File: src/shared/deep_sleep_consts.vh
// constants for the deep sleep entry and exit controller
`ifndef DEEP_SLEEP_CONSTS_VH
`define DEEP_SLEEP_CONSTS_VH
`define ADDR_CONTROL 12'h000
`define ADDR_WAKE 12'h004
`define ADDR_SCRATCH_A 12'h008
`define ADDR_SCRATCH_B 12'h00C
`define ADDR_TRACE 12'h010
`define ADDR_CONFIG4 12'h014
`define BIT_ARM 15
`define BIT_BROWNOUT 1
`define BIT_RELEASE 0
`define BIT_PENDING 15
`define BIT_CFG_BROWNOUT 6
`define WAKE_POR 0
`define WAKE_MASTER_CLEAR_PIN 1
`define WAKE_ALARM 2
`define WAKE_EXT 3
`define WAKE_WDOG 4
`define ARM_WINDOW_CYCLES 2'h3
`define RESET_SEQ_CYCLES 4'h8
`endif

File: src/rtl/arm_window.v
// arming window counter for deep sleep entry
`timescale 1ns/1ps
module arm_window (
   input wire CLK_I,
   input wire RST_I,
   input wire start_i,
   input wire stop_i,
   input wire tick_i,
   output reg expire_o
);
`include "deep_sleep_consts.vh"
reg [1:0] count;
reg running;
always @(posedge CLK_I) begin
   if (RST_I) begin
      count <= 2'h0;
      running <= 1'b0;
      expire_o <= 1'b0;
   end else begin
      expire_o <= 1'b0;
      if (start_i) begin
         count <= 2'h0;
         running <= 1'b1;
      end else if (stop_i) begin
         running <= 1'b0;
      end else if (running && tick_i) begin
         if (count == `ARM_WINDOW_CYCLES - 2'h1) begin
            running <= 1'b0;
            expire_o <= 1'b1;
         end else begin
            count <= count + 2'h1;
         end
      end
   end
end
endmodule

File: src/rtl/deep_sleep_ctrl.v
// deep sleep entry and exit controller with apb registers
//
// The address map and register access over APB were chosen for this implementation.
`timescale 1ns/1ps
module deep_sleep_ctrl (
   input wire CLK_I,
   input wire RST_I,
   input wire PSEL_I,
   input wire PENABLE_I,
   input wire PWRITE_I,
   input wire [11:0] PADDR_I,
   input wire [31:0] PWDATA_I,
   output wire PREADY_O,
   output wire PSLVERR_O,
   output reg [31:0] PRDATA_O,
   input wire INSTR_TICK_I,
   input wire PWRSAV_I,
   input wire IRQ_PENDING_I,
   input wire POR_EVENT_I,
   input wire MASTER_CLEAR_PIN_I,
   input wire CALENDAR_ALARM_I,
   input wire CALENDAR_ENABLE_I,
   input wire EXTERNAL_WAKE_PIN_I,
   input wire EXT_WAKE_ENABLE_I,
   input wire EXT_WAKE_POLARITY_I,
   input wire WATCHDOG_TIMEOUT_I,
   input wire BROWNOUT_EVENT_I,
   input wire REGULATOR_ENABLE_I,
   output wire DEEP_SLEEP_O,
   output wire CORE_SUPPLY_OFF_O,
   output wire CORE_RESET_O,
   output wire IRQ_DISCARD_O,
   output wire IO_FREEZE_O,
   output wire CALENDAR_RUN_O,
   output wire DEEP_WATCHDOG_RUN_O,
   output wire DEEP_BROWNOUT_RUN_O,
   output wire SKIPPED_O
);
`include "deep_sleep_consts.vh"
// ----------------------------------------
// states
// ----------------------------------------
localparam ST_RUN = 3'b001;
localparam ST_SLEEP = 3'b010;
localparam ST_WAKE = 3'b100;
reg [2:0] state;
reg arm;
reg release_hold;
reg brownout_flag;
reg [4:0] wake_flags;
reg [15:0] scratch_a;
reg [15:0] scratch_b;
reg [15:0] config4;
reg [3:0] seq_count;
reg ext_entry_level;
reg skipped;
// ----------------------------------------
// apb decode
// ----------------------------------------
wire wr = PSEL_I && PENABLE_I && PWRITE_I;
wire rd_any = PSEL_I && PENABLE_I;
wire rd_setup = PSEL_I && !PENABLE_I && !PWRITE_I;
// ----------------------------------------
// address selects
// ----------------------------------------
wire sel_control = PADDR_I == `ADDR_CONTROL;
wire sel_wake = PADDR_I == `ADDR_WAKE;
wire sel_scratch_a = PADDR_I == `ADDR_SCRATCH_A;
wire sel_scratch_b = PADDR_I == `ADDR_SCRATCH_B;
wire sel_trace = PADDR_I == `ADDR_TRACE;
wire sel_config4 = PADDR_I == `ADDR_CONFIG4;
function mapped;
   input [11:0] a;
   begin
      if (a == `ADDR_CONTROL) begin
         mapped = 1'b1;
      end else if (a == `ADDR_WAKE) begin
         mapped = 1'b1;
      end else if (a == `ADDR_SCRATCH_A) begin
         mapped = 1'b1;
      end else if (a == `ADDR_SCRATCH_B) begin
         mapped = 1'b1;
      end else if (a == `ADDR_TRACE) begin
         mapped = 1'b1;
      end else if (a == `ADDR_CONFIG4) begin
         mapped = 1'b1;
      end else begin
         mapped = 1'b0;
      end
   end
endfunction
assign PREADY_O = 1'b1;
assign PSLVERR_O = rd_any && !mapped(PADDR_I);
wire wr_ctrl = wr && sel_control;
wire wr_scratch_a = wr && sel_scratch_a;
wire wr_scratch_b = wr && sel_scratch_b;
wire wr_config4 = wr && sel_config4;
wire arm_set = wr_ctrl && PWDATA_I[`BIT_ARM] && !arm && state == ST_RUN;
wire expire;
// ----------------------------------------
// entry decision
// ----------------------------------------
wire ext_asserted = EXTERNAL_WAKE_PIN_I == EXT_WAKE_POLARITY_I;
wire enter = state == ST_RUN && arm && PWRSAV_I && !IRQ_PENDING_I
   && REGULATOR_ENABLE_I;
wire cfg_bor = config4[`BIT_CFG_BROWNOUT];
// ----------------------------------------
// wake source detection
// ----------------------------------------
wire ev_por = POR_EVENT_I;
wire ev_master_clear_pin = !MASTER_CLEAR_PIN_I;
wire ev_alarm = CALENDAR_ALARM_I && CALENDAR_ENABLE_I;
wire ev_ext = EXT_WAKE_ENABLE_I && ext_asserted && !ext_entry_level;
wire ev_wdog = WATCHDOG_TIMEOUT_I;
wire ev_bor = cfg_bor && BROWNOUT_EVENT_I;
wire [4:0] wake_vec = {ev_wdog, ev_ext, ev_alarm, ev_master_clear_pin, ev_por | ev_bor};
wire wake = state == ST_SLEEP && (|wake_vec);
arm_window u_window (
   .CLK_I(CLK_I),
   .RST_I(RST_I),
   .start_i(arm_set),
   .stop_i(enter || state != ST_RUN),
   .tick_i(INSTR_TICK_I),
   .expire_o(expire)
);
// ----------------------------------------
// control state
// ----------------------------------------
always @(posedge CLK_I) begin
   if (RST_I) begin
      state <= ST_RUN;
      arm <= 1'b0;
      release_hold <= 1'b0;
      brownout_flag <= 1'b0;
      wake_flags <= 5'h00;
      scratch_a <= 16'h0000;
      scratch_b <= 16'h0000;
      config4 <= 16'h0000;
      seq_count <= 4'h0;
      ext_entry_level <= 1'b0;
      skipped <= 1'b0;
   end else begin
      skipped <= state == ST_RUN && arm && PWRSAV_I && IRQ_PENDING_I;
      case (state)
         ST_RUN: begin
            if (arm_set) begin
               arm <= 1'b1;
               wake_flags <= 5'h00;
            end else if (expire && !enter) begin
               arm <= 1'b0;
            end else if (wr_ctrl && !PWDATA_I[`BIT_ARM]) begin
               arm <= 1'b0;
            end
            if (wr_ctrl && !PWDATA_I[`BIT_RELEASE]) begin
               release_hold <= 1'b0;
            end
            if (wr_ctrl && !PWDATA_I[`BIT_BROWNOUT]) begin
               brownout_flag <= 1'b0;
            end
            if (wr_scratch_a) begin
               scratch_a <= PWDATA_I[15:0];
            end
            if (wr_scratch_b) begin
               scratch_b <= PWDATA_I[15:0];
            end
            if (wr_config4) begin
               config4 <= PWDATA_I[15:0];
            end
            if (enter) begin
               state <= ST_SLEEP;
               release_hold <= 1'b1;
               ext_entry_level <= ext_asserted;
            end
         end
         ST_SLEEP: begin
            if (!ext_asserted) begin
               ext_entry_level <= 1'b0;
            end
            if (BROWNOUT_EVENT_I && cfg_bor) begin
               brownout_flag <= 1'b1;
            end
            if (wake) begin
               state <= ST_WAKE;
               arm <= 1'b0;
               wake_flags <= wake_vec;
               seq_count <= 4'h0;
               if (ev_por || ev_bor) begin
                  release_hold <= 1'b0;
                  scratch_a <= 16'h0000;
                  scratch_b <= 16'h0000;
               end
            end
         end
         ST_WAKE: begin
            // flags frozen while the reset sequence runs
            if (seq_count == `RESET_SEQ_CYCLES - 4'h1) begin
               state <= ST_RUN;
            end else begin
               seq_count <= seq_count + 4'h1;
            end
         end
         default: begin
            state <= ST_RUN;
         end
      endcase
   end
end
// ----------------------------------------
// read data
// ----------------------------------------
always @(posedge CLK_I) begin
   if (RST_I) begin
      PRDATA_O <= 32'h00000000;
   end else if (rd_setup) begin
      if (sel_control) begin
         PRDATA_O <= {16'h0000, arm, 13'h0000, brownout_flag, release_hold};
      end else if (sel_wake) begin
         PRDATA_O <= {27'h0, wake_flags};
      end else if (sel_scratch_a) begin
         PRDATA_O <= {16'h0000, scratch_a};
      end else if (sel_scratch_b) begin
         PRDATA_O <= {16'h0000, scratch_b};
      end else if (sel_trace) begin
         PRDATA_O <= {16'h0000, IRQ_PENDING_I, 15'h0000};
      end else if (sel_config4) begin
         PRDATA_O <= {16'h0000, config4};
      end else begin
         PRDATA_O <= 32'h00000000;
      end
   end
end
// ----------------------------------------
// outputs
// ----------------------------------------
assign DEEP_SLEEP_O = state == ST_SLEEP;
assign CORE_SUPPLY_OFF_O = state == ST_SLEEP;
assign CORE_RESET_O = state != ST_RUN;
assign IRQ_DISCARD_O = enter;
assign IO_FREEZE_O = release_hold;
assign CALENDAR_RUN_O = CALENDAR_ENABLE_I;
assign DEEP_WATCHDOG_RUN_O = state == ST_SLEEP;
assign DEEP_BROWNOUT_RUN_O = state == ST_SLEEP && cfg_bor;
assign SKIPPED_O = skipped;
endmodule

File: config.mk
export PLATFORM = sky130hd
export DESIGN_NAME = deep_sleep_ctrl
export DESIGN_NICKNAME = d
export VERILOG_FILES = /design/src/rtl/arm_window.v /design/src/rtl/deep_sleep_ctrl.v
export VERILOG_INCLUDE_DIRS = /design/src /design/src/shared
export SDC_FILE = /design/constraint.sdc
export NUM_CORES = 1
export LEC_CHECK = 0
export BUFFER_PORTS_ARGS = -buffer_cell sky130_fd_sc_hd__buf_4
export CAP_MARGIN = 20
export CORE_MARGIN = 1.5
export CORE_UTILIZATION = 47
export DETAILED_ROUTE_END_ITERATION = 10
export PLACE_DENSITY = 0.69
export RECOVER_POWER = 50
export SYNTH_ARGS = -nofsm -noshare
export SYNTH_HDL_FRONTEND = slang
export SYNTH_HIERARCHICAL = 1
export SYNTH_SLANG_ARGS = --single-unit
export TNS_END_PERCENT = 20
File: constraint.sdc
create_clock -name CLK_I -period 2.5 [get_ports CLK_I]
set_input_delay 0.5 -clock CLK_I [delete_from_list [all_inputs] [get_ports CLK_I]]
set_output_delay 0.5 -clock CLK_I [all_outputs]
set_load 0.005 [all_outputs]
==> impl_metrics.csv, run 1 <==
group,metric,value,unit
route,via_per_inst,5.503,
finish,diodes,0,
timing,fin_crit_sh,90.74,%
clocking,htreeDepth,3,
route,wl,9120,µm
timing,grt_setup_unrepaired,"false",
clocking,cts_resized,0,
route,drtIter0Drc,157,
worst_setup_path,startpoint,"PADDR_I[9]",
worst_setup_path,critical_path_class,"primary input to output pin",
yosys,syn_area_per_cell,9.346,µm²
finish,layout-drive-gt1-share,22.04,%
yosys,synth_flop_cell,"dfxtp_1",
finish,nets,540,
yosys,synth-xor-area-share,1.140,%
worst_setup_path,rr_worst_depth,6,
grt,grt_usage,21.91,%
timing,fin_tns_setup,0,ps
timing,min_period,2269,ps
timing,setup_viol_count_final,0,
yosys,synth_area_leaders,"dfxtp_1 (44%), a22o_1 (11%), mux2i_1 (5.0%), buf_4 (4.7%), nor2_1 (4.2%)",
floorplanning,die_height,93.41,µm
clocking,cts.sinks,85,
clocking,path_clk_slew,100,ps
yosys,synth_edf_count,0,
worst_setup_path,cp-start-kind,"primary input",
timing,maxSlewHeadroom,34.41,%
grt,grt_max_degree,26,
clocking,root_buffer,"clkbuf_8",
grt,grt_pass1_wl,14790,µm
yosys,yosys.area_share.simple,19.77,%
floorplanning,io_pins,105,
yosys,synth_mux_area_share,5.244,%
worst_setup_path,cp-endpoint,"PSLVERR_O",
yosys,ys_ff_latch,85,
grt,antenna_found_initial,0,
grt,grt_pass1_vias,2976,
yosys,yosysTopAreaCell,"dfxtp_1",
timing,finalHoldViolCount,0,
clocking,ctsHoldBuffers,0,
worst_setup_path,endpoint_kind,"output pin",
pwr,power_density,544.6,nW/µm²
place,hpwlAfterDp,6437,µm
floorplanning,core_area,7807,µm²
finish,fillers,713,
worst_setup_path,required,2000,ps
timing,tightestPinTransition,981.8,ps
clocking,cts_buffer_depth,2,
place,dpl_cell_area,4375,µm²
outcome,outcome,"completed",
route,drc,0,
yosys,synth_top_area_share,44.30,%
route,ant_nets,0,
finish,regArea,1702,µm²
clocking,clkLatencyLatePin,370,ps
grt,overflow,0,
pwr,vdd_drop_max,0.2978,mV
yosys,synth_top_family_by_area,"compound AO/OA/AOI/OAI gates",
floorplanning,start_util,49.20,%
yosys,seq_area_frac_synth,44.30,%
floorplanning,die_area,8724,µm²
place,gp_congestion,0.7594,
route,vias,3208,
run,drv_cap,0,
timing,skew,18.83,ps
timing,max_freq,440.8,MHz
yosys,yosysWarnings,6,
worst_setup_path,arrival,1770,ps
worst_setup_path,r2r_end,"scratch_b[7]",
yosys,synth.distinct_cells,61,
floorplanning,die_x,93.41,µm
worst_setup_path,cp_max_fo,10,
timing,maxSlewViolCount,0,
yosys,syn_area,3841,µm²
yosys,syn_inst,411,
yosys,synth_compound_area_share,20.49,%
floorplanning,rows,32,
worst_setup_path,r2r_start,"state[2]",
pwr,power.leakage,1.823,nW
clocking,cts_tree,"yes",
route,wl_per_cell,15.64,µm
route,drt-pass1-iter-count,5,
min_path,holdCritPathClass,"primary input to flip-flop",
place,portBuffers,71,
finish,finalInstanceArea,4533,µm²
worst_setup_path,ff2ff_setup_slack,390,ps
yosys,synthArstFlopShare,0,%
finish,areaGrowthSynthToFinish,18.01,%
finish,multiInputGateArea,1864,µm²
yosys,synth-adder-area-share,0.6515,%
clocking,cts_setup_buffers,0,
clocking,cts_inserted_buffers,9,
==> state kept, by name, indices dropped and copies added, names as in the netlist, 2 cells and up <==
signal and cells:
config4 16, wake_flags 5, PRDATA_O 16, state 3
scratch_b 16, seq_count 4, u_window/count 2, scratch_a 16
==> placed cells by master, fill, tap and decap left out, types with 2 or more instances in the layout <==
cell	Yosys	layout
and3_1	3	3
mux2i_1	19	19
nor3b_1	2	2
nand2b_1	15	15
a22o_1	49	49
xnor2_1	3	3
inv_1	6	6
buf_4	24	57
clkbuf_8	0	9
clkbuf_4	0	21
and2_1	3	3
inv_6	0	2
inv_8	0	2
nor3_1	7	7
or3b_1	1	2
nand3_1	5	5
a21o_1	2	2
ha_1	2	2
dfxtp_1	85	85
conb_1	2	17
clkbuf_1	14	3
o211ai_1	2	2
nand4b_1	2	2
a221o_1	2	2
a211oi_1	2	2
o22ai_1	5	5
or3_1	2	2
a32oi_1	2	2
nor2b_1	7	7
o21ai_0	26	26
nand2_1	31	31
nor4_1	3	4
nor2_1	43	43
nand3b_1	3	3
a21oi_1	4	5
xor2_1	2	2
clkinvlp_4	0	2
o22a_1	2	2
==> report_power, final <==
| group | leakage (nW) | switching, mW | internal [mW] |
|---|---|---|---|
| combinational | 1.05 | 0.106 | 0.0800 |
| sequential | 0.684 | 0.0000171 | 1.35 |
| clock | 0.0903 | 0.548 | 0.383 |
| total | 1.82 | 0.653 | 1.82 |
==> Yosys cell counts (3+ instances only) <==
cell type and n:
buf_2 3, nand3_1 5, xnor2_1 3, a21oi_1 4, buf_4 24, nor4_1 3
o21ai_0 26, a22o_1 49, nand3b_1 3, inv_1 6, nand2b_1 15, and3_1 3
nor2_1 43, o22ai_1 5, and2_1 3, dfxtp_1 85, mux2i_1 19, clkbuf_1 14
nand2_1 31, nor2b_1 7, nor3_1 7
==> cell type report <==
cell class / instances / share of cell area, %
Multi-Input combinational cell: 289 / 41.13
Clock inverter: 7 / 1.408
Tap cell: 102 / 2.815
Timing Repair Buffer: 83 / 13.72
Clock buffer: 9 / 2.733
Inverter: 8 / 0.6624
Sequential cell: 85 / 37.54
==> kinds of logic (layout without fill, tap and decap cells) <==
| group | Yosys count | after routing |
|---|---|---|
| xor+xnor | 5 | 5 |
| buf+inv | 52 | 107 |
| mux | 20 | 20 |
| compound gates | 103 | 103 |
| flops | 85 | 85 |
| fa+ha+maj | 2 | 2 |
| other cells | 2 | 17 |
| simple gates | 142 | 142 |
==> worst min path at each step <==
stage          slack (ps)     startpoint  cells past startpoint            end
6_report              350   PWDATA_I[11]                      2  scratch_a[11]
5_1_grt               350    PWDATA_I[9]                      2   scratch_b[9]
4_1_cts               340    PWDATA_I[9]                      2   scratch_b[9]
3_5_place_dp          450    PRDATA_O[9]                      2    PRDATA_O[9]
3_3_place_gp          440   PRDATA_O[10]                      2   PRDATA_O[10]
2_1_floorplan         430  wake_flags[1]                      1  wake_flags[1]
==> critical path, stage by stage <==
cell      delay, ps
clkbuf_4        110
nor4_1          370
and3_1          510
a21oi_1         120
buf_4           160
==> per-layer routing <==
metal  track usage, %  part of all wire, %  up-vias  wire length (µm)
li1                 -                    -     1567                 -
met1            30.30                   48     1514              4348
met2            33.82                   45      115              4103
met3            3.821                  5.6       12               515
met4            8.460                  1.7        0               151
met5                0                    0        -                 0
==> per-stage QoR <==
step	hold slack, ps	instances	setup WS (ps)	util (%)	power, mW
floorplan	427.8	426	570.7	-	1.494
global placement	435.8	567	205.2	56.04	1.571
detailed placement	450.2	567	173.5	56.04	1.573
CTS	341.3	583	313.6	58.45	2.495
global route	345.0	583	152.9	58.06	2.574
finish	352.6	583	231.5	58.06	2.469
Note: power is estimated with default switching activity, not from simulation.
==> run 2, diff against run 1 <==
--- a/config.mk
+++ b/config.mk
@@ -10,6 +10,7 @@
 export CAP_MARGIN = 20
 export CORE_MARGIN = 1.5
 export CORE_UTILIZATION = 47
+export CTS_CLUSTER_SIZE = 20
 export DETAILED_ROUTE_END_ITERATION = 10
 export PLACE_DENSITY = 0.69
 export RECOVER_POWER = 50
==> constraint.sdc (replaced) <==
create_clock -name CLK_I -period 2.15 [get_ports CLK_I]
set_input_delay 0.43 -clock CLK_I [delete_from_list [all_inputs] [get_ports CLK_I]]
set_output_delay 0.43 -clock CLK_I [all_outputs]
set_load 0.005 [all_outputs]
==> impl_metrics.csv, run 2 (synthesis results as in run 1) <==
group,metric,value,unit
pwr,power_density,613.9,nW/µm²
timing,fin_tns_setup,0,ps
timing,setup_viol_count_final,0,
timing,finalHoldViolCount,0,
grt,antenna_found_initial,0,
pwr,power_switching,0.7046,mW
timing,max_freq,490.8,MHz
worst_setup_path,required,1720,ps
clocking,cts.sinks,85,
place,gp_congestion,0.7874,
place,dpl_cell_area,4476,µm²
finish,finalInstanceArea,4621,µm²
grt,overflow,0,
finish,fin_util,59.18,%
clocking,ctsHoldBuffers,0,
finish,nets,550,
worst_setup_path,startpoint,"state[1]",
pwr,p_seq_share,55.4,%
outcome,outcome,"completed",
route,drc,0,
timing,maxSlewViolCount,0,
run,drv_cap,0,
min_path,hold_start,"PWDATA_I[9]",
worst_setup_path,endpoint_kind,"output pin",
route,via_per_inst,5.456,
finish,diodes,0,
pwr,p_int,2.132,mW
finish,final_common_cell,"dfxtp_1",
worst_setup_path,critical_path_class,"flip-flop to output pin",
route,wl_per_cell,15.50,µm
pwr,combinationalPowerShare,7.9,%
route,wl,9174,µm
route,drt-pass1-iter-count,4,
worst_setup_path,slowest_delay,420,ps
floorplanning,die_x,93.41,µm
floorplanning,rows,32,
clocking,root_buffer,"clkbuf_8",
clocking,path_clk_slew,100,ps
pwr,switching_share,24.84,%
place,hpwlAfterDp,6545,µm
pwr,power.leakage,1.873,nW
pwr,power,2.836,mW
worst_setup_path,cp_max_fo,9,
clocking,cts_setup_buffers,0,
place,portBuffers,71,
clocking,cts_tree,"yes",
floorplanning,die_area,8724,µm²
floorplanning,die_height,93.41,µm
worst_setup_path,arrival,1610,ps
grt,grt_max_degree,34,
route,ant_nets,0,
timing,grt_setup_unrepaired,"false",
grt,grt_pass1_wl,14950,µm
timing,skew,17.90,ps
worst_setup_path,cp-start-kind,"flip-flop",
pwr,vdd_drop_max,0.3249,mV
timing,fin_crit_sh,94.78,%
timing,min_period,2038,ps
grt,grt_pass1_vias,3103,
clocking,cts_inserted_buffers,9,
clocking,clkLatencyLatePin,350,ps
pwr,clkPwrFrac,36.7,%
clocking,cts_buffer_depth,2,
worst_setup_path,r2r_start,"state[1]",
route,drtIter0Drc,200,
worst_setup_path,cpMaxStageDelayCell,"or3b_4",
worst_setup_path,cp_cell_sequence,"or3b_4, clkinv_1, and2_1, buf_4",
clocking,cts_resized,0,
floorplanning,start_util,49.20,%
finish,areaGrowthSynthToFinish,20.29,%
route,vias,3230,
clocking,htreeDepth,3,
floorplanning,io_pins,105,
grt,grt_usage,22.03,%
floorplanning,core_area,7807,µm²
finish,most-common-layout-cells,"dfxtp_1 (85), buf_4 (67), a22o_1 (49)",
finish,layout-drive-gt1-share,24.08,%
min_path,holdCritPathClass,"primary input to flip-flop",
-- run 2: layout make-up --
cell class / instances / area, µm²
Inverter: 8 / 30.03
Clock buffer: 10 / 137.6
Multi-Input combinational cell: 289 / 1869
Clock inverter: 5 / 42.54
Timing Repair Buffer: 93 / 711.9
Tap cell: 102 / 127.6
Fill cell: 710 / 3187
Sequential cell: 85 / 1702
-- run 2: through the flow --
stage                     setup slack (ps)  hold WS (ps)  std cells
after CTS                            105.7         287.1        592
after global placement               35.70         436.1        577
after floorplan                      290.7         427.8        426
after global routing                 29.33         283.4        592
after detailed placement            -64.77         448.9        577
final                                112.3         301.9        592
-- run 2: critical path, delay by kind of cell (launching register included) --
kind	cells	cell delay, ps
AND/OR/NAND/NOR	2	570
buffers and inverters	2	280
flip-flops	1	400
-- run 2: power groups by stage --
stage          clock [mW]  sequential [mW]  combinational, mW
2_1_floorplan           0             1.61              0.128
3_3_place_gp            0             1.61              0.224
3_5_place_dp            0             1.61              0.226
4_1_cts              1.07             1.57              0.226
5_1_grt              1.14             1.57              0.244
6_report             1.04             1.57              0.224
-- run 2: path summary, 6_finish.rpt --
kind	endpoint	slack (ps)	depth (start not counted)
setup / recovery	DEEP_BROWNOUT_RUN_O	110	4
hold / removal	scratch_b[9]	300	2
setup reg to reg	scratch_a[15]	200	5
hold reg to reg	PRDATA_O[2]	460	2
-- run 2: routing by layer --
metal	part of all wire [%]	vias up	routed length (µm)	track usage [%]
met4	0.41	0	38	7.576
met2	47	103	4279	34.48
li1	-	1583	-	-
met5	0	-	0	0
met3	6.3	2	578	3.659
met1	47	1542	4277	30.57
